--- src/hw/shs_pkg.sv ---
package shs_pkg;

  // ************************************************************
  // register map (aligned 32-bit words)
  // ************************************************************
  localparam logic [7:0] OFS_CTRL     = 8'h00;  // start, abort, method
  localparam logic [7:0] OFS_HI_SPEED = 8'h04;  // high homing speed
  localparam logic [7:0] OFS_LO_SPEED = 8'h08;  // low homing speed
  localparam logic [7:0] OFS_ABS_MT   = 8'h0C;  // absolute target multi-turn
  localparam logic [7:0] OFS_ABS_ST   = 8'h10;  // absolute target single-turn
  localparam logic [7:0] OFS_STATUS   = 8'h14;  // sequencer state, read only
  localparam logic [7:0] OFS_POS_MT   = 8'h18;  // current multi-turn, read only
  localparam logic [7:0] OFS_POS_ST   = 8'h1C;  // current single-turn, read only

  // ************************************************************
  // field positions
  // ************************************************************
  localparam int CTRL_START_BIT = 0;   // write 1 starts homing
  localparam int CTRL_ABORT_BIT = 1;   // write 1 interrupts homing
  localparam int CTRL_METH_LSB  = 4;   // method field, 4 bits
  localparam int STAT_DONE_BIT  = 0;
  localparam int STAT_BUSY_BIT  = 1;
  localparam int STAT_FAIL_BIT  = 2;
  localparam int STAT_SLOW_BIT  = 3;
  localparam int STAT_DIR_BIT   = 4;

  // ************************************************************
  // reset values and codes
  // ************************************************************
  localparam logic [15:0] HI_SPEED_RST = 16'h03E8;  // 1000 x 0.1 rpm
  localparam logic [15:0] LO_SPEED_RST = 16'h0064;  // 100 x 0.1 rpm
  localparam logic [3:0]  METH_ABS     = 4'hA;      // highest legal method
  localparam logic [1:0]  RESP_OKAY    = 2'h0;
  localparam logic [1:0]  RESP_SLVERR  = 2'h2;

  // sequencer phases
  typedef enum logic [2:0] {
    SHS_IDLE,   // waiting for start
    SHS_FAST,   // high speed search
    SHS_BACK,   // reversed off a limit at high speed
    SHS_SLOW,   // reverse search off the decel point for its falling edge
    SHS_INDEX,  // waiting for index pulse
    SHS_ABS,    // run to absolute target
    SHS_STOP    // motor held stopped, report
  } shs_phase_e;

  // edge events from the input conditioner
  typedef struct packed {
    logic home_rise;
    logic home_fall;
    logic fwd_rise;
    logic fwd_fall;
    logic rev_rise;
    logic rev_fall;
    logic index;
    logic home_lvl;
    logic fwd_lvl;
    logic rev_lvl;
  } shs_evt_s;

  // motor command bundle
  typedef struct packed {
    logic        run;
    logic        dir_rev;
    logic [15:0] speed;
  } shs_motor_s;

endpackage : shs_pkg

--- src/hw/shs_homing.sv ---
// Notes on behaviour
// - methods 0-9 use switch, limit or index
// - method 10 runs straight to absolute target
// - method 0 forward, home switch both points
// - method 0 home rise forward is home
// - method 0 limit: reverse fast, stop switch
// - method 0 switch high: reverse slow, fall
// - method 2 decel on switch, then index
// - method 2 first forward index is home
// - method 2 limit: reverse to fall, index
// - method 2 switch high: reverse slow, index
// - method 4 forward limit both points
// - method 4 limit rising edge is home
// - method 4 limit active: reverse to fall
// - method 6 limit decel, index home
// - method 6 first reverse index after limit
// - method 6 limit active: reverse, fall, index
// - decel point switches high to low speed
// - method field selects zero to ten
// - done on success, off on fail/abort
//
// Design decisions made here: the address map and the AXI4-Lite register port.
module shs_homing (
  // clock, enable, reset
  input  wire logic         CLK,
  input  wire logic         CE,
  input  wire logic         RST_N,
  // axi4-lite write address
  input  wire logic [7:0]   S_AXI_AWADDR,
  input  wire logic         S_AXI_AWVALID,
  output logic              S_AXI_AWREADY,
  // axi4-lite write data
  input  wire logic [31:0]  S_AXI_WDATA,
  input  wire logic [3:0]   S_AXI_WSTRB,
  input  wire logic         S_AXI_WVALID,
  output logic              S_AXI_WREADY,
  // axi4-lite write response
  output logic [1:0]        S_AXI_BRESP,
  output logic              S_AXI_BVALID,
  input  wire logic         S_AXI_BREADY,
  // axi4-lite read address
  input  wire logic [7:0]   S_AXI_ARADDR,
  input  wire logic         S_AXI_ARVALID,
  output logic              S_AXI_ARREADY,
  // axi4-lite read data
  output logic [31:0]       S_AXI_RDATA,
  output logic [1:0]        S_AXI_RRESP,
  output logic              S_AXI_RVALID,
  input  wire logic         S_AXI_RREADY,
  // switch and encoder pins
  input  wire logic         HOME_SWITCH_INPUT,
  input  wire logic         FORWARD_TRAVEL_LIMIT,
  input  wire logic         REVERSE_TRAVEL_LIMIT,
  input  wire logic         INDEX_PULSE,
  // encoder position, same clock domain
  input  wire logic [15:0]  POS_MULTITURN,
  input  wire logic [31:0]  POS_SINGLETURN,
  // motor command
  output logic              MOTOR_RUN,
  output logic              MOTOR_DIR_REV,
  output logic [15:0]       MOTOR_SPEED,
  // completion
  output logic              HOMING_DONE_OUTPUT
);

  // ************************************************************
  // state
  // ************************************************************
  typedef struct packed {
    shs_pkg::shs_phase_e phase;        // sequencer phase
    logic [3:0]          method;       // homing_method_select
    logic [15:0]         hi_speed;     // high homing speed
    logic [15:0]         lo_speed;     // low homing speed
    logic [15:0]         abs_mt;       // abs_zero_multiturn_cfg
    logic [31:0]         abs_st;       // abs_zero_singleturn_cfg
    logic                done;         // homing_done_output
    logic                fail;         // last run interrupted
    logic                slow;         // decel point passed
    logic                go;           // start, one cycle late so a new method applies
    shs_pkg::shs_motor_s mot;          // motor command
    logic                aw_hold;      // write address taken
    logic [7:0]          aw_addr;
    logic                w_hold;       // write data taken
    logic [31:0]         w_data;
    logic [3:0]          w_strb;
    logic                bvalid;
    logic [1:0]          bresp;
    logic                arready;
    logic                rvalid;
    logic [31:0]         rdata;
    logic [1:0]          rresp;
  } shs_state_s;

  shs_state_s        r;
  shs_state_s        next_r;
  shs_pkg::shs_evt_s evt;      // synchronised pin events
  logic              mirror;   // odd method
  logic              use_idx;  // index is final point
  logic              dec_lim;  // limit is decel point

  // ************************************************************
  // pin conditioning
  // ************************************************************
  shs_input_sync u_sync (
    .clk       (CLK),
    .rst_n     (RST_N),
    .ce        (CE),
    .home_pin  (HOME_SWITCH_INPUT),
    .fwd_pin   (FORWARD_TRAVEL_LIMIT),
    .rev_pin   (REVERSE_TRAVEL_LIMIT),
    .index_pin (INDEX_PULSE),
    .evt       (evt)
  );

  // merge a 32-bit write under byte strobes
  function automatic logic [31:0] merge(input logic [31:0] old_v,
                                        input logic [31:0] new_v,
                                        input logic [3:0]  strb);
    logic [31:0] m;
    m = old_v;
    for (int i = 0; i < 4; i++) begin
      if (strb[i]) m[i*8 +: 8] = new_v[i*8 +: 8];
    end
    return m;
  endfunction : merge

  // method class decode
  assign mirror  = r.method[0];
  assign use_idx = (r.method == 4'h2) | (r.method == 4'h3) |
                   (r.method == 4'h6) | (r.method == 4'h7);
  assign dec_lim = (r.method[3:1] == 3'h2) | (r.method[3:1] == 3'h3);

  // ************************************************************
  // next state
  // ************************************************************
  // mirrored views: "fwd" is the start direction's limit
  logic lim_lvl, lim_rise, lim_fall, start, abort, wr_go;
  logic [31:0] ctrl_wd;

  always_comb begin
    next_r   = r;
    lim_lvl  = mirror ? evt.rev_lvl  : evt.fwd_lvl;
    lim_rise = mirror ? evt.rev_rise : evt.fwd_rise;
    lim_fall = mirror ? evt.rev_fall : evt.fwd_fall;
    wr_go    = r.aw_hold & r.w_hold & ~r.bvalid;
    ctrl_wd  = merge(32'h0000_0000, r.w_data, r.w_strb);
    start    = wr_go & (r.aw_addr == shs_pkg::OFS_CTRL) & ctrl_wd[shs_pkg::CTRL_START_BIT];
    abort    = wr_go & (r.aw_addr == shs_pkg::OFS_CTRL) & ctrl_wd[shs_pkg::CTRL_ABORT_BIT];
    // delay start a cycle: a method written with it must be decoded first
    next_r.go = start;

    // --- write channel: take address and data in any order
    if (S_AXI_AWVALID & ~r.aw_hold) begin
      next_r.aw_hold = 1'b1;
      next_r.aw_addr = S_AXI_AWADDR;
    end
    if (S_AXI_WVALID & ~r.w_hold) begin
      next_r.w_hold = 1'b1;
      next_r.w_data = S_AXI_WDATA;
      next_r.w_strb = S_AXI_WSTRB;
    end
    if (wr_go) begin
      next_r.aw_hold = 1'b0;
      next_r.w_hold  = 1'b0;
      next_r.bvalid  = 1'b1;
      next_r.bresp   = shs_pkg::RESP_OKAY;
      unique case (r.aw_addr)
        shs_pkg::OFS_CTRL: begin
          // method only changes while idle; out of range refused while idle
          if (r.phase == shs_pkg::SHS_IDLE) begin
            if (ctrl_wd[shs_pkg::CTRL_METH_LSB +: 4] <= shs_pkg::METH_ABS) begin
              next_r.method = ctrl_wd[shs_pkg::CTRL_METH_LSB +: 4];
            end else begin
              next_r.bresp = shs_pkg::RESP_SLVERR;
            end
          end
        end
        shs_pkg::OFS_HI_SPEED: next_r.hi_speed = 16'(merge({16'h0000, r.hi_speed},
                                                           r.w_data, r.w_strb));
        shs_pkg::OFS_LO_SPEED: next_r.lo_speed = 16'(merge({16'h0000, r.lo_speed},
                                                           r.w_data, r.w_strb));
        shs_pkg::OFS_ABS_MT:   next_r.abs_mt = 16'(merge({16'h0000, r.abs_mt},
                                                         r.w_data, r.w_strb));
        shs_pkg::OFS_ABS_ST:   next_r.abs_st = merge(r.abs_st, r.w_data, r.w_strb);
        shs_pkg::OFS_STATUS, shs_pkg::OFS_POS_MT, shs_pkg::OFS_POS_ST: begin
          // read-only words ignore writes
        end
        default: next_r.bresp = shs_pkg::RESP_SLVERR;
      endcase
    end
    if (r.bvalid & S_AXI_BREADY) next_r.bvalid = 1'b0;

    // --- read channel: one cycle to answer
    next_r.arready = 1'b0;
    if (S_AXI_ARVALID & ~r.arready & ~r.rvalid) begin
      next_r.arready = 1'b1;
      next_r.rvalid  = 1'b1;
      next_r.rresp   = shs_pkg::RESP_OKAY;
      unique case (S_AXI_ARADDR)
        shs_pkg::OFS_CTRL:     next_r.rdata = {24'h000000, r.method, 4'h0};
        shs_pkg::OFS_HI_SPEED: next_r.rdata = {16'h0000, r.hi_speed};
        shs_pkg::OFS_LO_SPEED: next_r.rdata = {16'h0000, r.lo_speed};
        shs_pkg::OFS_ABS_MT:   next_r.rdata = {16'h0000, r.abs_mt};
        shs_pkg::OFS_ABS_ST:   next_r.rdata = r.abs_st;
        shs_pkg::OFS_STATUS:   next_r.rdata = {24'h000000, 3'h0, r.mot.dir_rev, r.slow,
                                               r.fail, (r.phase != shs_pkg::SHS_IDLE),
                                               r.done};
        shs_pkg::OFS_POS_MT:   next_r.rdata = {16'h0000, POS_MULTITURN};
        shs_pkg::OFS_POS_ST:   next_r.rdata = POS_SINGLETURN;
        default: begin
          next_r.rdata = 32'h0000_0000;
          next_r.rresp = shs_pkg::RESP_SLVERR;
        end
      endcase
    end
    if (r.rvalid & S_AXI_RREADY) next_r.rvalid = 1'b0;

    // --- homing sequencer
    unique case (r.phase)
      shs_pkg::SHS_IDLE: begin
        if (r.go) begin
          next_r.done     = 1'b0;
          next_r.fail     = 1'b0;
          next_r.slow     = 1'b0;
          next_r.mot.run  = 1'b1;
          next_r.mot.speed = r.hi_speed;
          next_r.mot.dir_rev = mirror;
          if (r.method == shs_pkg::METH_ABS) begin
            next_r.phase = shs_pkg::SHS_ABS;
            next_r.mot.dir_rev = ({POS_MULTITURN, POS_SINGLETURN} >
                                  {r.abs_mt, r.abs_st});
          end else if (r.method[3:1] == 3'h4) begin
            next_r.phase = shs_pkg::SHS_FAST;     // index search only
          end else if (!dec_lim && evt.home_lvl) begin
            next_r.phase = shs_pkg::SHS_SLOW;
            next_r.slow = 1'b1;
            next_r.mot.speed = r.lo_speed;
            next_r.mot.dir_rev = ~mirror;
          end else if (dec_lim && lim_lvl) begin
            // index routes run fast until the limit's falling edge
            next_r.phase = shs_pkg::SHS_SLOW;
            next_r.slow = ~use_idx;
            next_r.mot.speed = use_idx ? r.hi_speed : r.lo_speed;
            next_r.mot.dir_rev = ~mirror;
          end else begin
            next_r.phase = shs_pkg::SHS_FAST;
          end
        end
      end
      shs_pkg::SHS_FAST: begin
        if (r.method[3:1] == 3'h4) begin
          if (evt.index) begin                    // index is both points
            next_r.phase = shs_pkg::SHS_STOP;
            next_r.mot.run = 1'b0;
          end
        end else if (dec_lim) begin
          if (lim_rise) begin
            next_r.slow = 1'b1;
            next_r.mot.speed = r.lo_speed;
            if (use_idx) begin
              next_r.phase = shs_pkg::SHS_INDEX;
              next_r.mot.dir_rev = ~mirror;
            end else begin
              next_r.phase = shs_pkg::SHS_STOP;
              next_r.mot.run = 1'b0;
            end
          end
        end else if (evt.home_rise) begin
          next_r.slow = 1'b1;
          next_r.mot.speed = r.lo_speed;
          if (use_idx) begin
            next_r.phase = shs_pkg::SHS_INDEX;
          end else begin
            next_r.phase = shs_pkg::SHS_STOP;
            next_r.mot.run = 1'b0;
          end
        end else if (lim_rise | lim_lvl) begin
          next_r.phase = shs_pkg::SHS_BACK;
          next_r.mot.dir_rev = ~mirror;
        end
      end
      shs_pkg::SHS_BACK: begin
        // reversing at high speed off the limit
        if (!use_idx && evt.home_rise) begin
          next_r.phase = shs_pkg::SHS_STOP;
          next_r.mot.run = 1'b0;
        end else if (use_idx && evt.home_fall) begin
          next_r.phase = shs_pkg::SHS_INDEX;
          next_r.slow = 1'b1;
          next_r.mot.speed = r.lo_speed;
          next_r.mot.dir_rev = mirror;
        end
      end
      shs_pkg::SHS_SLOW: begin
        // started on the decel point, seek its falling edge in reverse
        if ((dec_lim && lim_fall) || (!dec_lim && evt.home_fall)) begin
          if (use_idx) begin
            next_r.phase = shs_pkg::SHS_INDEX;
            next_r.mot.dir_rev = dec_lim ? ~mirror : mirror;
            next_r.slow = 1'b1;
            next_r.mot.speed = r.lo_speed;
          end else begin
            next_r.phase = shs_pkg::SHS_STOP;
            next_r.mot.run = 1'b0;
          end
        end
      end
      shs_pkg::SHS_INDEX: begin
        if (evt.index) begin
          next_r.phase = shs_pkg::SHS_STOP;
          next_r.mot.run = 1'b0;
        end
      end
      shs_pkg::SHS_ABS: begin
        if ({POS_MULTITURN, POS_SINGLETURN} == {r.abs_mt, r.abs_st}) begin
          next_r.phase = shs_pkg::SHS_STOP;
          next_r.mot.run = 1'b0;
        end
      end
      shs_pkg::SHS_STOP: begin
        // motor already stopped a cycle ago, now report
        next_r.phase = shs_pkg::SHS_IDLE;
        next_r.done = 1'b1;
        next_r.mot.speed = 16'h0000;
      end
    endcase
    // an abort beats every phase but idle and drops completion
    if (abort && r.phase != shs_pkg::SHS_IDLE) begin
      next_r.phase = shs_pkg::SHS_IDLE;
      next_r.mot.run = 1'b0;
      next_r.mot.speed = 16'h0000;
      next_r.done = 1'b0;
      next_r.fail = 1'b1;
    end
  end

  // ************************************************************
  // registers
  // ************************************************************
  always_ff @(posedge CLK) begin
    if (!RST_N) begin
      r          <= '0;
      r.phase    <= shs_pkg::SHS_IDLE;
      r.hi_speed <= shs_pkg::HI_SPEED_RST;
      r.lo_speed <= shs_pkg::LO_SPEED_RST;
    end else if (CE) begin
      r <= next_r;
    end
  end

  // outputs straight from state flops
  assign S_AXI_AWREADY      = ~r.aw_hold;
  assign S_AXI_WREADY       = ~r.w_hold;
  assign S_AXI_BVALID       = r.bvalid;
  assign S_AXI_BRESP        = r.bresp;
  assign S_AXI_ARREADY      = r.arready;
  assign S_AXI_RVALID       = r.rvalid;
  assign S_AXI_RDATA        = r.rdata;
  assign S_AXI_RRESP        = r.rresp;
  assign MOTOR_RUN          = r.mot.run;
  assign MOTOR_DIR_REV      = r.mot.dir_rev;
  assign MOTOR_SPEED        = r.mot.speed;
  assign HOMING_DONE_OUTPUT = r.done;
endmodule : shs_homing

--- src/hw/shs_input_sync.sv ---
// two-stage synchronisers plus edge detection for the switch pins
module shs_input_sync (
  // clock and reset
  input  wire logic             clk,
  input  wire logic             rst_n,
  input  wire logic             ce,
  // raw pins
  input  wire logic             home_pin,
  input  wire logic             fwd_pin,
  input  wire logic             rev_pin,
  input  wire logic             index_pin,
  // conditioned events
  output shs_pkg::shs_evt_s     evt
);

  // ************************************************************
  // state
  // ************************************************************
  typedef struct packed {
    logic [3:0] s1;   // first stage, read only by s2
    logic [3:0] s2;   // second stage
    logic [3:0] s3;   // previous s2 for edges
  } shs_sync_s;

  shs_sync_s r;
  shs_sync_s next_r;

  // shift the pins through all three stages
  always_comb begin
    next_r    = r;
    next_r.s1 = {index_pin, rev_pin, fwd_pin, home_pin};
    next_r.s2 = r.s1;
    next_r.s3 = r.s2;
  end

  // register stage, frozen by clock enable
  always_ff @(posedge clk) begin
    if (!rst_n) begin
      r <= '0;
    end else if (ce) begin
      r <= next_r;
    end
  end

  // edges are qualified by ce so one edge gives one pulse
  always_comb begin
    evt.home_rise = ce & r.s2[0] & ~r.s3[0];
    evt.home_fall = ce & ~r.s2[0] & r.s3[0];
    evt.fwd_rise  = ce & r.s2[1] & ~r.s3[1];
    evt.fwd_fall  = ce & ~r.s2[1] & r.s3[1];
    evt.rev_rise  = ce & r.s2[2] & ~r.s3[2];
    evt.rev_fall  = ce & ~r.s2[2] & r.s3[2];
    evt.index     = ce & r.s2[3] & ~r.s3[3];
    evt.home_lvl  = r.s2[0];
    evt.fwd_lvl   = r.s2[1];
    evt.rev_lvl   = r.s2[2];
  end

endmodule : shs_input_sync

--- config.mk ---
export PLATFORM = sky130hd
export DESIGN_NAME = shs_homing
export DESIGN_NICKNAME = d
export VERILOG_FILES = /design/src/hw/shs_pkg.sv /design/src/hw/shs_homing.sv /design/src/hw/shs_input_sync.sv
export SDC_FILE = /design/constraint.sdc
export NUM_CORES = 1
export LEC_CHECK = 0
export ABC_CLOCK_PERIOD_IN_PS = 6200
export BUFFER_PORTS_ARGS = -buffer_cell sky130_fd_sc_hd__buf_2
export CAP_MARGIN = 20
export CORE_UTILIZATION = 30
export CTS_BUF_LIST = sky130_fd_sc_hd__clkbuf_2 sky130_fd_sc_hd__clkbuf_4 sky130_fd_sc_hd__clkbuf_8
export DETAILED_ROUTE_END_ITERATION = 6
export MAX_ROUTING_LAYER = met4
export PLACE_DENSITY = 0.54
export SETUP_SLACK_MARGIN = 0.15
export SLEW_MARGIN = 20
export SYNTH_ARGS = -nofsm -noshare
export SYNTH_HDL_FRONTEND = slang
export SYNTH_HIERARCHICAL = 1
export SYNTH_SLANG_ARGS = --single-unit
--- constraint.sdc ---
create_clock -name CLK -period 6.2 [get_ports CLK]
set_input_delay 0.93 -clock CLK [delete_from_list [all_inputs] [get_ports CLK]]
set_output_delay 0.93 -clock CLK [all_outputs]
set_load 0.005 [all_outputs]
==> results by stage, run 1 <==
Synthesis:
- The adder-cell area share of the yosys netlist is between 5 and 6%.
- After synthesis the cells add up to approximately 11,000 sq um.
- The fraction of synthesized cell area taken by the top area cell type is 37.1%.
- The average instance area after synthesis is about 7.9 sq um.
- Sorting the synthesized cells by how often they occur yields nand2_1, dfxtp_1, a21oi_1.
- The number of warnings issued by yosys is 6.
- The total of flip-flops plus latches after synthesis is ~200.
- By instance count, the leading cell after synthesis is nand2_1.
- In the post-synthesis netlist, the biggest area contributors are dfxtp_1, nand2_1, a21oi_1, ha_1, buf_4.
- Summing the areas of all and, or, nand and nor instances in the mapped netlist gives ~22% of the synthesized area.
- The sequential element share of the synthesized area is between 30% and 40%.
- The synthesized-area fraction occupied by ao, oa, aoi and oai cells is a little over a fifth.
- The share of the synthesized netlist area taken by xor and xnor gates is 0%.
- The share of synthesized flip-flops with an asynchronous set or reset is 0%.
- After synthesis, the largest family of logic cells by area is simple AND/OR/NAND/NOR gates.
- The post-synthesis mux area share is about 4.4%.
- Counting flops with a built-in enable in the synthesized netlist gives 0.
- The prevailing post-synth register cell is dfxtp_1.
- The cell type with the highest aggregate area in the netlist is dfxtp_1.
- The netlist uses 86 different library cells.
- The instance count of the mapped netlist is between 1,000 and 1,500.

Clock tree:
- The root buffer cell chosen for the clock tree is clkbuf_8.
- The clock tree from TritonCTS is done.
- The clock passes through at most 3 buffers.
- The clock slew seen by the registers of the worst setup and hold paths is roughly 60 ps.
- The CTS sink count is approximately 200.
- The number of CTS-inserted buffers is 40.
- The latest clock arrival within the worst-skew pair is 610 ps.
- The number of hold buffers added after CTS was 0.
- The quantity of gates resized following cts is 0.
- The number of levels the H-tree was split into is 2.
- The number of setup buffers added after CTS is 0.

GRT:
- The via count of the first global-routing pass is just under 10,000.
- For this run the aggregate overflow at the end of global routing stands at 0.
- The number of antenna violations at the first check in global routing is 0.
- The first-pass GRT wire length is between 50,000 and 60,000 um.
- Global routing consumed, over all layers together, between 20% and 30% of the routing resources.
- The largest net degree at the start of global routing is 86.

Drt:
- After detailed routing, the total wire length is about 37,000 um.
- The average wire length per cell after detail routing is ~19 um.
- The count of unresolved DRC violations after routing is 0.
- The number of routed nets with antenna violations is 0.
- The total number of vias is about 10,000.
- The mean number of vias per cell is around 5.2.
- In this run, the number of DRC markers left after iteration 0 of detailed routing was 721.
- The first-pass iteration count of the detailed router is 5.

Final layout:
- The fraction of layout cells with a size suffix above 1 is about 18%.
- The final layout contains between 1,500 and 2,000 nets.
- From synthesis to final layout, the design area changed by 13.3%.
- The utilization of the core after routing is around a third.
- The count of inserted antenna diode cells is 0.

Critical path:
- The worst setup path category is reg2reg.
- STA puts the critical path data arrival time at 3630 ps.
- The type of element launching the critical path is a flip-flop.
- STA puts the critical path data required time at about 6700 ps.
- Of all nets on the critical path, the largest fanout is 16.
- The worst setup path is captured at a flip-flop.

Timing:
- The summed negative setup slack over all endpoints is 0 ps.
- The headroom to the max-slew limit is about 38%.
- Setup repair after global routing left no endpoint under its margin.
- The share of the clock period used by the worst path is slightly above 50%.
- The final hold violation count is 0.
- The minimum clock period after layout is 3120 ps.
- The upper clock frequency limit is roughly 320 MHz.
- The slew of the pin with the lowest slew margin is just over 900 ps.
- On the final layout, the worst clock skew is between 30 and 40 ps.
- The max-slew violation count came to 0.
- The count of endpoints failing setup in the final report is 0.
- The worst hold slack across all endpoints is 445 ps.

Run status:
- The flow ran to the end, and the final reports show no timing, DRC or antenna violations.

Placed design:
- The HPWL reported at the end of detailed placement is 27,900 um.
- The number of buffer cells added on primary ports is about 170.
- The placer's final routability congestion estimate is 0.911.

Die:
- The count of standard-cell rows is 69.
- The initial utilization of the core area, before any placement, comes to a little under a third.
- The floorplan core area is between 30,000 and 40,000 sq um.
- The die height is between 150 and 200 um.
- The die footprint is 37,500 sq um.
- For this design the top-level I/O count stands at roughly 170.
- The die is between 150 and 200 um wide.

Worst hold path:
- The path category of the worst min-delay check is reg2reg.

Power:
- In this run, flip-flops and latches consume roughly 46% of the power.
- The cell internal power dissipation is ~2200 uW.
- The reported net switching power is between 700 and 800 uW.
- The clock network accounts for between 40% and 50% of the total power.
- Of the total power, combinational logic draws around 7.4%.
- Dividing total power by cell area gives a power density of between 200 and 250 nW/um^2.
- The total design power is 2940 uW.
- The switching share of power is about a quarter.
- VDD sags by at most between 0.09 and 0.1 mV.
- The leakage dissipation is ~0.0047 uW.

Run:
- The max-capacitance violation count is 0.
## critical path: stages, from the launching register on
cell and delay (ps):
dfxtp_1 770, nor2b_1 690, o22ai_1 220, o31ai_2 380, o31ai_2 120, a21oi_2 610
a32o_1 220
## stage by stage
| step | std cells | cell area (sq um) | worst slack [ps] |
|---|---|---|---|
| finish | 1959 | 12500 | 3080 |
| global route | 1959 | 12500 | 2870 |
| CTS | 1959 | 12500 | 3150 |
| detailed placement | 1893 | 11700 | 2640 |
| global placement | 1893 | 11700 | 2700 |
| floorplan | 1395 | 11000 | 3440 |
## area by class of cell
class | count | area (sq um)
fill | 3819 | 23300
multi-input combinational | 990 | 5880
sequential | 204 | 4080
timing repair buffer | 180 | 928
clock buffer | 60 | 738
tap | 461 | 577
inverter | 58 | 220
clock inverter | 6 | 51.3
## path summary, 6_finish.rpt
kind | from | endpoint | slack, ps | cells past startpoint
worst min-delay path | S_AXI_RDATA[0] | S_AXI_RDATA[0] | 450 | 2
worst max-delay path | r[189] | MOTOR_SPEED[2] | 3080 | 6
worst min register to register | S_AXI_RDATA[0] | S_AXI_RDATA[0] | 450 | 2
worst max register to register | r[189] | MOTOR_SPEED[2] | 3080 | 6
## flip-flops by register name, summed over array words and instances (netlist names), 3 cells and up
name and flops:
u_sync/r 4, u_sync/evt 3, u_sync/next_r 5, r 135
MOTOR_SPEED 16, S_AXI_RDATA 32
## kinds of logic after synthesis
kind of cell | count (synthesis)
AOI/OAI and AO/OA | 366
adders and majority gates | 48
buffers and inverters | 201
DFF | 204
muxes | 47
other | 1
and+or+nand+nor | 527
## placed cells by master (no fill, tap or decap), types with 3 or more instances in the layout
cell type and instances:
and3_1 8, ha_1 48, a21oi_1 158, o22a_1 16
mux2i_1 41, a32oi_1 3, a2bb2oi_1 5, o211ai_1 7
o21ai_0 59, nor2b_1 24, dfxtp_1 204, nor3b_1 3
clkbuf_4 14, and3b_1 4, nor3_1 12, buf_2 169
a31oi_1 6, clkbuf_8 46, nor2_1 67, a22oi_1 35
nand3b_1 3, mux2_2 5, nand4_1 13, o2bb2ai_1 3
nand2b_1 6, nor4_1 10, inv_1 57, clkinv_2 3
buf_4 11, a21o_1 3, o21a_1 3, a211oi_1 7
nand3_1 35, a32o_1 17, nand2_1 294, a221oi_1 11
and2_1 22
## power groups by stage
| stage | logic, uW | registers, uW | clock network [uW] |
|---|---|---|---|
| global placement | 215 | 1380 | 0 |
| global route | 241 | 1360 | 1460 |
| CTS | 218 | 1360 | 1410 |
| floorplan | 131 | 1370 | 0 |
| detailed placement | 217 | 1380 | 0 |
| finish | 217 | 1360 | 1370 |
## per-layer routing
layer	share of wire (%)	vias to the layer above	track usage (%)
met3	6.7	81	4.20
met4	3.3	0	8.33
li1	-	5005	-
met5	0	-	-
met2	44	353	30.2
met1	46	4827	26.6
Note: power is estimated with default switching activity, not from simulation.
==> run 2, diff against run 1 <==
--- a/config.mk
+++ b/config.mk
@@ -5,14 +5,14 @@
 export SDC_FILE = /design/constraint.sdc
 export NUM_CORES = 1
 export LEC_CHECK = 0
-export ABC_CLOCK_PERIOD_IN_PS = 6200
+export ABC_CLOCK_PERIOD_IN_PS = 2700
 export BUFFER_PORTS_ARGS = -buffer_cell sky130_fd_sc_hd__buf_2
 export CAP_MARGIN = 20
 export CORE_UTILIZATION = 30
 export CTS_BUF_LIST = sky130_fd_sc_hd__clkbuf_2 sky130_fd_sc_hd__clkbuf_4 sky130_fd_sc_hd__clkbuf_8
 export DETAILED_ROUTE_END_ITERATION = 6
 export MAX_ROUTING_LAYER = met4
-export PLACE_DENSITY = 0.54
+export PLACE_DENSITY = 0.55
 export SETUP_SLACK_MARGIN = 0.15
 export SLEW_MARGIN = 20
 export SYNTH_ARGS = -nofsm -noshare
==> constraint.sdc (replaced) <==
create_clock -name CLK -period 2.7 [get_ports CLK]
set_input_delay 0.405 -clock CLK [delete_from_list [all_inputs] [get_ports CLK]]
set_output_delay 0.405 -clock CLK [all_outputs]
set_load 0.005 [all_outputs]
==> run 2 against run 1 <==
  * Critical path depth is 4 higher
  * First-iteration DRC count up 25%
  * Worst hold slack lost 370 ps
  * Combinational power grew 150%
  * Register-to-register slack got worse by 2900 ps
  * Maximum frequency rose by 25%
  * Clock skew up 2.8 ps
  * Sequential power increased by 130%
  * Non-clock buffer count grew 57
==> results by stage, run 2 (synthesized netlist as in run 1, its figures left out) <==
Run status:
- The run finished with clean final reports.

Critical path:
- The type of element launching the critical path is a flip-flop.
- At the worst endpoint, the arrival time is between 2000 and 3000 ps.
- For this design, the slowest cell found on the critical path is nor4_4.
- In this design, the stage delay of the slowest critical-path cell is around 360 ps.
- Along the worst path, the maximum fanout reaches 3.
- For the worst flop-to-flop path, the logic depth is 10.
- Among the stages of the critical path, the cell type that occurs most often is buf_4.
- By startpoint and endpoint, the worst setup path is classified as reg2reg.
- The category of the worst setup path capture point is a flip-flop.
- Walking the worst path, the cells encountered are inv_1 -> ha_1 -> nand4_1 -> nor4_4 -> buf_4 -> nand3_4 -> a211oi_4 -> o21ai_1 -> buf_4 -> mux2i_1.
- The worst endpoint required time is 3110 ps.

Clock tree:
- The H-tree generated during clock tree synthesis spans 2 levels.
- The number of CTS-inserted buffers is 39.
- The buffer type at the clock tree root is clkbuf_8.
- The latest clock arrival within the worst-skew pair is 570 ps.
- The clock tree from TritonCTS is done.
- The clock slew seen by the registers of the worst setup and hold paths is 60 ps.
- In this run the deepest clock path goes through 3 buffers.
- The CTS sink count is around 200.

Power:
- Combinational logic is responsible for roughly 7.8% of the overall power.
- The reported net switching power is 1750 uW.
- Dividing total power by cell area gives a power density of 531 nW/um^2.
- Of the total power, the share spent switching nets is between 20 and 30%.
- The leakage dissipation is about 0.0050 uW.
- The worst-case IR drop observed on VDD is between 0.2 and 0.3 mV.
- The completed layout was analyzed and its total power is between 6000 and 7000 uW.
- The sequential share of power is approximately 45%.
- The internal portion of the total power is between 5000 and 6000 uW.
- The clock network accounts for between 40% and 50% of the total power.

Run:
- Max-cap violations in this run came to 0.

Timing:
- Setup repair after global routing left no endpoint under its margin.
- At the pin with the least slew margin, the transition time is about 740 ps.
- The max-slew violation count is 0.
- Across the routed clock network, the largest skew measured is 39.2 ps.
- The headroom to the max-slew limit is around half.
- The final hold violation count is 0.
- The worst hold slack across all endpoints is around 77 ps.
- The upper clock frequency limit is roughly 400 MHz.
- The minimum clock period after layout is 2500 ps.
- In the finished design, the share of the clock period the worst path needs comes to between 90% and 100%.
- The count of endpoints failing setup in the final report is 0.

GRT:
- The met3 track demand over resource in global routing is roughly 3.8%.
- For this run, global-route usage on met1 was measured as 26.6%.
- Global routing used between 20% and 30% of the available tracks.
- The number of antenna violations at the first check in global routing is 0.
- In this run the most used layer during global routing was met2.
- The largest net degree at the start of global routing is 76.
- In the global route stage, met2 resource usage came out at between 30% and 40%.
- The via count of the first global-routing pass is just under 10,000.
- The first global-routing pass estimated around 57,000 um of wire.
- The remaining global-route overflow is 0.

Final layout:
- In the layout the commonest cells are nand2_1, dfxtp_1, buf_2, a21oi_1.
- The filler cell count is around 3,700.
- Compared with the post-synthesis result, the final layout area differs by 18.3%.
- The register name with the most flops is r.
- The register with the most flip-flops in the layout has 135 of them.
- The cell area after layout is around 13,000 sq um.
- For this run, the number of standard cells in the final layout without fillers is between 2,000 and 2,500.
- Summing all multi-input logic gate instances after layout gives 5930 sq um.
- Registers take around 4100 sq um.
- The fraction of layout cells with a size suffix above 1 is between 20% and 30%.
- The most common cell after layout, fill and taps aside is nand2_1.
- The number of nets in the layout is 1,690.

Drt:
- The final wirelength is 37,600 um.
- The number of routed nets with antenna violations is 0.
- The average wire length per cell after detail routing is around 19 um.
- The first-pass iteration count of the detailed router is 7.
- The DRC violation total after the first TritonRoute iteration is 901.
- The total number of vias is 10,500.
- The count of unresolved DRC violations after routing is 0.
- The mean number of vias per cell is between 5 and 6.

Worst hold path:
- The worst hold path belongs to the class in2reg.
- The instance count along the most critical hold path is 3.

Placed design:
- The HPWL reported at the end of detailed placement is 28,500 um.
- Summing all placed instances gives a cell area of between 10,000 and 15,000 sq um.
- At the end of routability-driven placement, the weighted congestion stood at about 0.94.
- The number of buffer cells added on primary ports is roughly 170.
- The placed instance count is just under 2,000.

Die:
- The die width is 194 um.
- The die height is slightly below 200 um.
- The initialized floorplan defines between 60 and 70 standard-cell rows.
- The number of top-level pins is around 170.
- The initial standard-cell utilization of the core is approximately 31%.
- The floorplan core area is roughly 36,000 sq um.
- The die covers 37,500 sq um.
## run 2: area by class of cell
cell class,count,share of cell area (%)
repair buffers,237,10.5
flip-flops and latches,204,31.4
multi-input cells,990,45.5
clock buffers,60,5.86
inverters,58,1.69
clock inverters,7,0.596
diodes,1,0.0192
well taps,461,4.43
## run 2: what timing repair did
item | in CTS | in global routing
hold buffers | 0 | 0
setup endpoints to repair | 4 | 4
pin swaps | 1 | 7
resized for setup | 4 | 5
setup buffers | 0 | 2
## run 2: power by group through the flow
stage               combinational [uW]  sequential (uW)  clock [uW]
floorplan                          302             3150           0
global placement                   531             3170           0
detailed placement                 536             3170           0
CTS                                539             3100        3370
global route                       588             3110        3510
finish                             537             3100        3280
## run 2: final timing paths
kind | from | end | slack (ps)
setup / recovery | r[146] | r[192] | 200
hold / removal | S_AXI_WDATA[30] | r[73] | 80
setup reg to reg | r[146] | r[192] | 200
hold reg to reg | S_AXI_RDATA[9] | S_AXI_RDATA[9] | 450
## run 2: metal layers
metal | part of all wire (%) | vias to the layer above
li1 | - | 5124
met3 | 6.5 | 77
met5 | 0 | -
met2 | 44 | 349
met4 | 2.4 | 0
met1 | 47 | 4904
## run 2: through the flow
| step | setup TNS, ps | utilization (%) | setup WS [ps] |
|---|---|---|---|
| after global routing | 0 | 36.3 | 141 |
| after global placement | -553 | 33.8 | -151 |
| after CTS | 0 | 36.2 | 170 |
| after detailed placement | -590 | 33.8 | -158 |
| final | 0 | 36.4 | 200 |
| after floorplan | 0 | - | 463 |
## run 2: critical path: cells and delay by family, from the launching register on
family | cells | cell delay [ps]
simple gates | 3 | 690
buf+inv | 3 | 420
fa+ha+maj | 1 | 310
compound gates | 2 | 470
flops | 1 | 350
mux | 1 | 110
==> run 3, diff against run 2 <==
--- a/config.mk
+++ b/config.mk
@@ -17,5 +17,4 @@
 export SLEW_MARGIN = 20
 export SYNTH_ARGS = -nofsm -noshare
 export SYNTH_HDL_FRONTEND = slang
-export SYNTH_HIERARCHICAL = 1
 export SYNTH_SLANG_ARGS = --single-unit
==> run 3 against run 2 <==
  * Synthesized cell count down 10%
  * Area after synthesis up 0.30%
  * Clock power down 4%
  * Design area down 1.6%
  * Critical path depth unchanged
  * Die area up 0.29%
  * Sequential share of layout area up 0.49 points
  * Utilization down 0.66 points
  * Worst hold slack better by 13 ps
  * Critical path type unchanged
  * Critical endpoint unchanged
  * Largest cell class unchanged
==> results by stage, run 3 <==
Run status:
- The run finished with clean final reports.

Critical path:
- The critical path's largest stage delay is roughly 370 ps.
- Data arrives at the worst endpoint at approximately 2800 ps.
- The worst endpoint required time is roughly 3100 ps.
- The standard cell with the maximum stage delay on the critical path is dfxtp_1.
- The number of cell instances on the worst register-to-register path is 10.
- The endpoint of the worst register-to-register path is r[192].
- The slack of the worst reg-to-reg path is between 200 and 300 ps.
- Traced cell by cell, the critical path runs through inv_1 -> ha_1 -> nand4_1 -> nor4_2 -> buf_4 -> and4b_2 -> o211ai_1 -> a21o_1 -> nand2b_4 -> mux2i_1.
- The critical register-to-register path startpoint is r[130].
- The worst setup path is of the reg2reg kind.
- The worst setup path is launched from a flip-flop.
- The category of the worst setup path capture point is a flip-flop.
- In this run the worst path has a maximum fanout of 3.

Timing:
- The upper clock frequency limit is roughly 410 MHz.
- Setup violations remaining at the end of the flow were counted as 0.
- The maximum clock skew at final layout is 26.8 ps.
- The routed design could run at a clock period as short as 2420 ps.
- Setup repair after global routing left no endpoint under its margin.
- The slew of the pin with the lowest slew margin is 746 ps.
- In this run the tightest slew margin relative to its limit is about 50%.
- The worst hold slack across all endpoints is between 80 and 90 ps.
- The final hold violation count is 0.
- In the final timing run, aggregate negative setup slack is 0 ps.
- Dividing the final minimum period by the clock period gives between 80% and 90%.
- The max-slew violation count is 0.

Final layout:
- Leaving out fill and tap cells, the most frequent cell in the layout is dfxtp_1.
- Counting the fill cells in the layout gives between 3,000 and 4,000.
- The register with the most flip-flops in the layout has approximately 140 of them.
- The register name with the most flops is r.
- The cell area after layout is between 10,000 and 15,000 sq um.
- The fraction of layout cells with a size suffix above 1 is around 22%.
- At the end of the flow, the number of nets in the layout was 1,535.
- The area overhead of the layout relative to synthesis is 16.1%.
- In the layout the commonest cells are dfxtp_1, buf_2, nand2_1, nor2b_1, mux2i_1.

Synthesis:
- Counting flops with an async set or reset pin after synthesis yields a share of 0%.
- The adder-cell area share of the yosys netlist is between 5 and 6%.
- The commonest cells after synthesis are dfxtp_1, nand2_1, nor2b_1.
- The most instantiated library cell after synthesis is dfxtp_1.
- The share of the Yosys chip area taken by registers is a little under two fifths.
- The Yosys step of the flow raised 0 warnings.
- The synthesized-area fraction occupied by ao, oa, aoi and oai cells is 19.6%.
- In this run the cell area of the synthesized design comes to approximately 11,000 sq um.
- The average instance area after synthesis is roughly 9 sq um.
- Synthesis inferred approximately 200 register bits.
- The fraction of synthesized cell area taken by the top area cell type is 37.0%.
- The number of flops mapped to enable cells by yosys is 0.
- The cell count after synthesis came out at 1,255.
- The synthesized netlist contains 81 unique library cells.
- The share of the synthesized netlist area taken by xor and xnor gates is 0%.
- The cell type with the highest aggregate area in the netlist is dfxtp_1.
- By area the synthesized netlist is led by dfxtp_1, mux2i_1, nand2_1, ha_1, nor2b_1.
- The prevailing post-synth register cell is dfxtp_1.
- The synthesized netlist devotes 20.2% of its cell area to simple gates.
- After synthesis, the largest family of logic cells by area is simple AND/OR/NAND/NOR gates.
- Of the post-synthesis cell area, the part taken by muxes is 8.78%.

GRT:
- The via count of the first global-routing pass is about 9,200.
- The number of antenna violations at the first check in global routing is 3.
- Entering global routing, the biggest net connects 187 pins.
- After global routing the overflow that remains totals 0.
- Global routing consumed, over all layers together, 18.8% of the routing resources.
- The first global-routing pass estimated 53,600 um of wire.

Die:
- The initial standard-cell utilization of the core is 30.7%.
- The die footprint is between 30,000 and 40,000 sq um.
- The die height is between 150 and 200 um.
- The count of standard-cell rows is 69.
- ~170 I/O pins were placed.
- The floorplan core area is ~36,000 sq um.
- The die width is 194 um.

Drt:
- The total number of vias is roughly 9,300.
- After the first detailed-routing iteration, the DRC count stood at 697.
- The number of routed nets with antenna violations is 0.
- For this run, the detailed router's first-pass iteration total came to 6.
- The final wirelength is 34,400 um.
- Dividing the detail-routed via count by the number of cells gives between 4 and 5.
- The count of unresolved DRC violations after routing is 0.
- The average wire length per cell after detail routing is about 19 um.

Placed design:
- Input and output buffers added on the ports amount to roughly 170.
- The HPWL reported at the end of detailed placement is 25,600 um.
- The congestion estimate from routability-driven global placement came to 0.922.
- The placement-stage cell area is roughly 12,000 sq um.

Worst hold path:
- The worst hold path startpoint is S_AXI_WDATA[22].
- The destination of the worst hold path is r[65].
- The worst hold path belongs to the class in2reg.
- The instance count along the most critical hold path is 3.

Power:
- The share of total power dissipated in the clock network is 46.6%.
- The design draws 6750 uW.
- The switching share of power is between 20% and 30%.
- VDD sags by at most 0.295 mV.
- Per report_power, the sequential group accounts for a little under half of the total.
- The part of the total power dissipated in combinational logic is under 10%.
- The internal power of the cells totals about 5000 uW.
- The total power density per cell area is 527 nW/um^2.
- The leakage dissipation is approximately 0.0052 uW.
- The analysis attributes to net switching a power of between 1500 and 2000 uW.

Clock tree:
- After clock tree synthesis, the clock-pin slew on the worst setup and hold paths is approximately 60 ps.
- The number of levels the H-tree was split into is 2.
- The latest clock arrival within the worst-skew pair is approximately 570 ps.
- The buffer type at the clock tree root is clkbuf_8.
- The deepest clock path buffer count is 3.
- TritonCTS created 40 clock buffers.
- The CTS sink count is around 200.
- TritonCTS built the clock tree.

Run:
- Max-cap violations in this run came to 0.
[run 3: timing repair]
item,4_1_cts,5_1_grt
buffers inserted,0,1
setup endpoints to repair,4,4
hold buffers,0,0
gates resized for setup,1,4
pin swaps,0,4
[run 3: power by group through the flow]
| stage | clock network, uW | registers (uW) | logic (uW) |
|---|---|---|---|
| floorplan | 0 | 3150 | 302 |
| global placement | 0 | 3170 | 500 |
| detailed placement | 0 | 3170 | 501 |
| CTS | 3270 | 3100 | 504 |
| global route | 3400 | 3110 | 560 |
| finish | 3140 | 3100 | 503 |
[run 3: through the flow]
stage          cells  setup WS, ps  utilization (%)
2_1_floorplan   1256           661                -
3_3_place_gp    1793          12.3             33.4
3_5_place_dp    1793          45.4             33.4
4_1_cts         1857           184             35.6
5_1_grt         1861           155             35.7
6_report        1861           285             35.7
[run 3: area by class of cell]
type / count / area [sq um] / share of cell area, %
well taps: 461 / 577 / 4.50
inverters: 57 / 214 / 1.67
repair buffers: 204 / 1140 / 8.86
diodes: 3 / 7.51 / 0.0586
flip-flops and latches: 204 / 4080 / 31.9
multi-input cells: 868 / 6010 / 46.9
clock buffers: 57 / 703 / 5.49
clock inverters: 7 / 86.3 / 0.674
[run 3: cells by family after synthesis]
family | Yosys count
compound gates | 311
fa+ha+maj | 48
buf+inv | 184
flops | 204
mux | 94
other cells | 1
simple gates | 413
[run 3: routing by layer]
metal  track usage [%]  vias up  wire [um]
li1                  -     4617          -
met1              26.6     4350      17100
met2              26.6      270      14600
met3              2.90       51       1810
met4              7.14        0        977
met5                 -        -          0
[run 3: critical path: cells and delay by family, from the launching register on]
| family | cells | cell delay, ps |
|---|---|---|
| AND/OR/NAND/NOR | 4 | 920 |
| AO/OA/AOI/OAI | 2 | 320 |
| buffers and inverters | 2 | 240 |
| adder cells (fa/ha/maj) | 1 | 300 |
| flip-flops | 1 | 370 |
| multiplexers | 1 | 130 |
[run 3: worst max path at each step]
stage | from | to | slack, ps | depth (start not counted)
after global placement | POS_MULTITURN[3] | r[193] | 10 | 9
after floorplan | POS_SINGLETURN[14] | MOTOR_DIR_REV | 660 | 8
after global routing | r[154] | r[192] | 150 | 9
final | r[130] | r[192] | 280 | 10
after CTS | r[129] | r[192] | 180 | 10
after detailed placement | POS_MULTITURN[3] | r[192] | 50 | 9
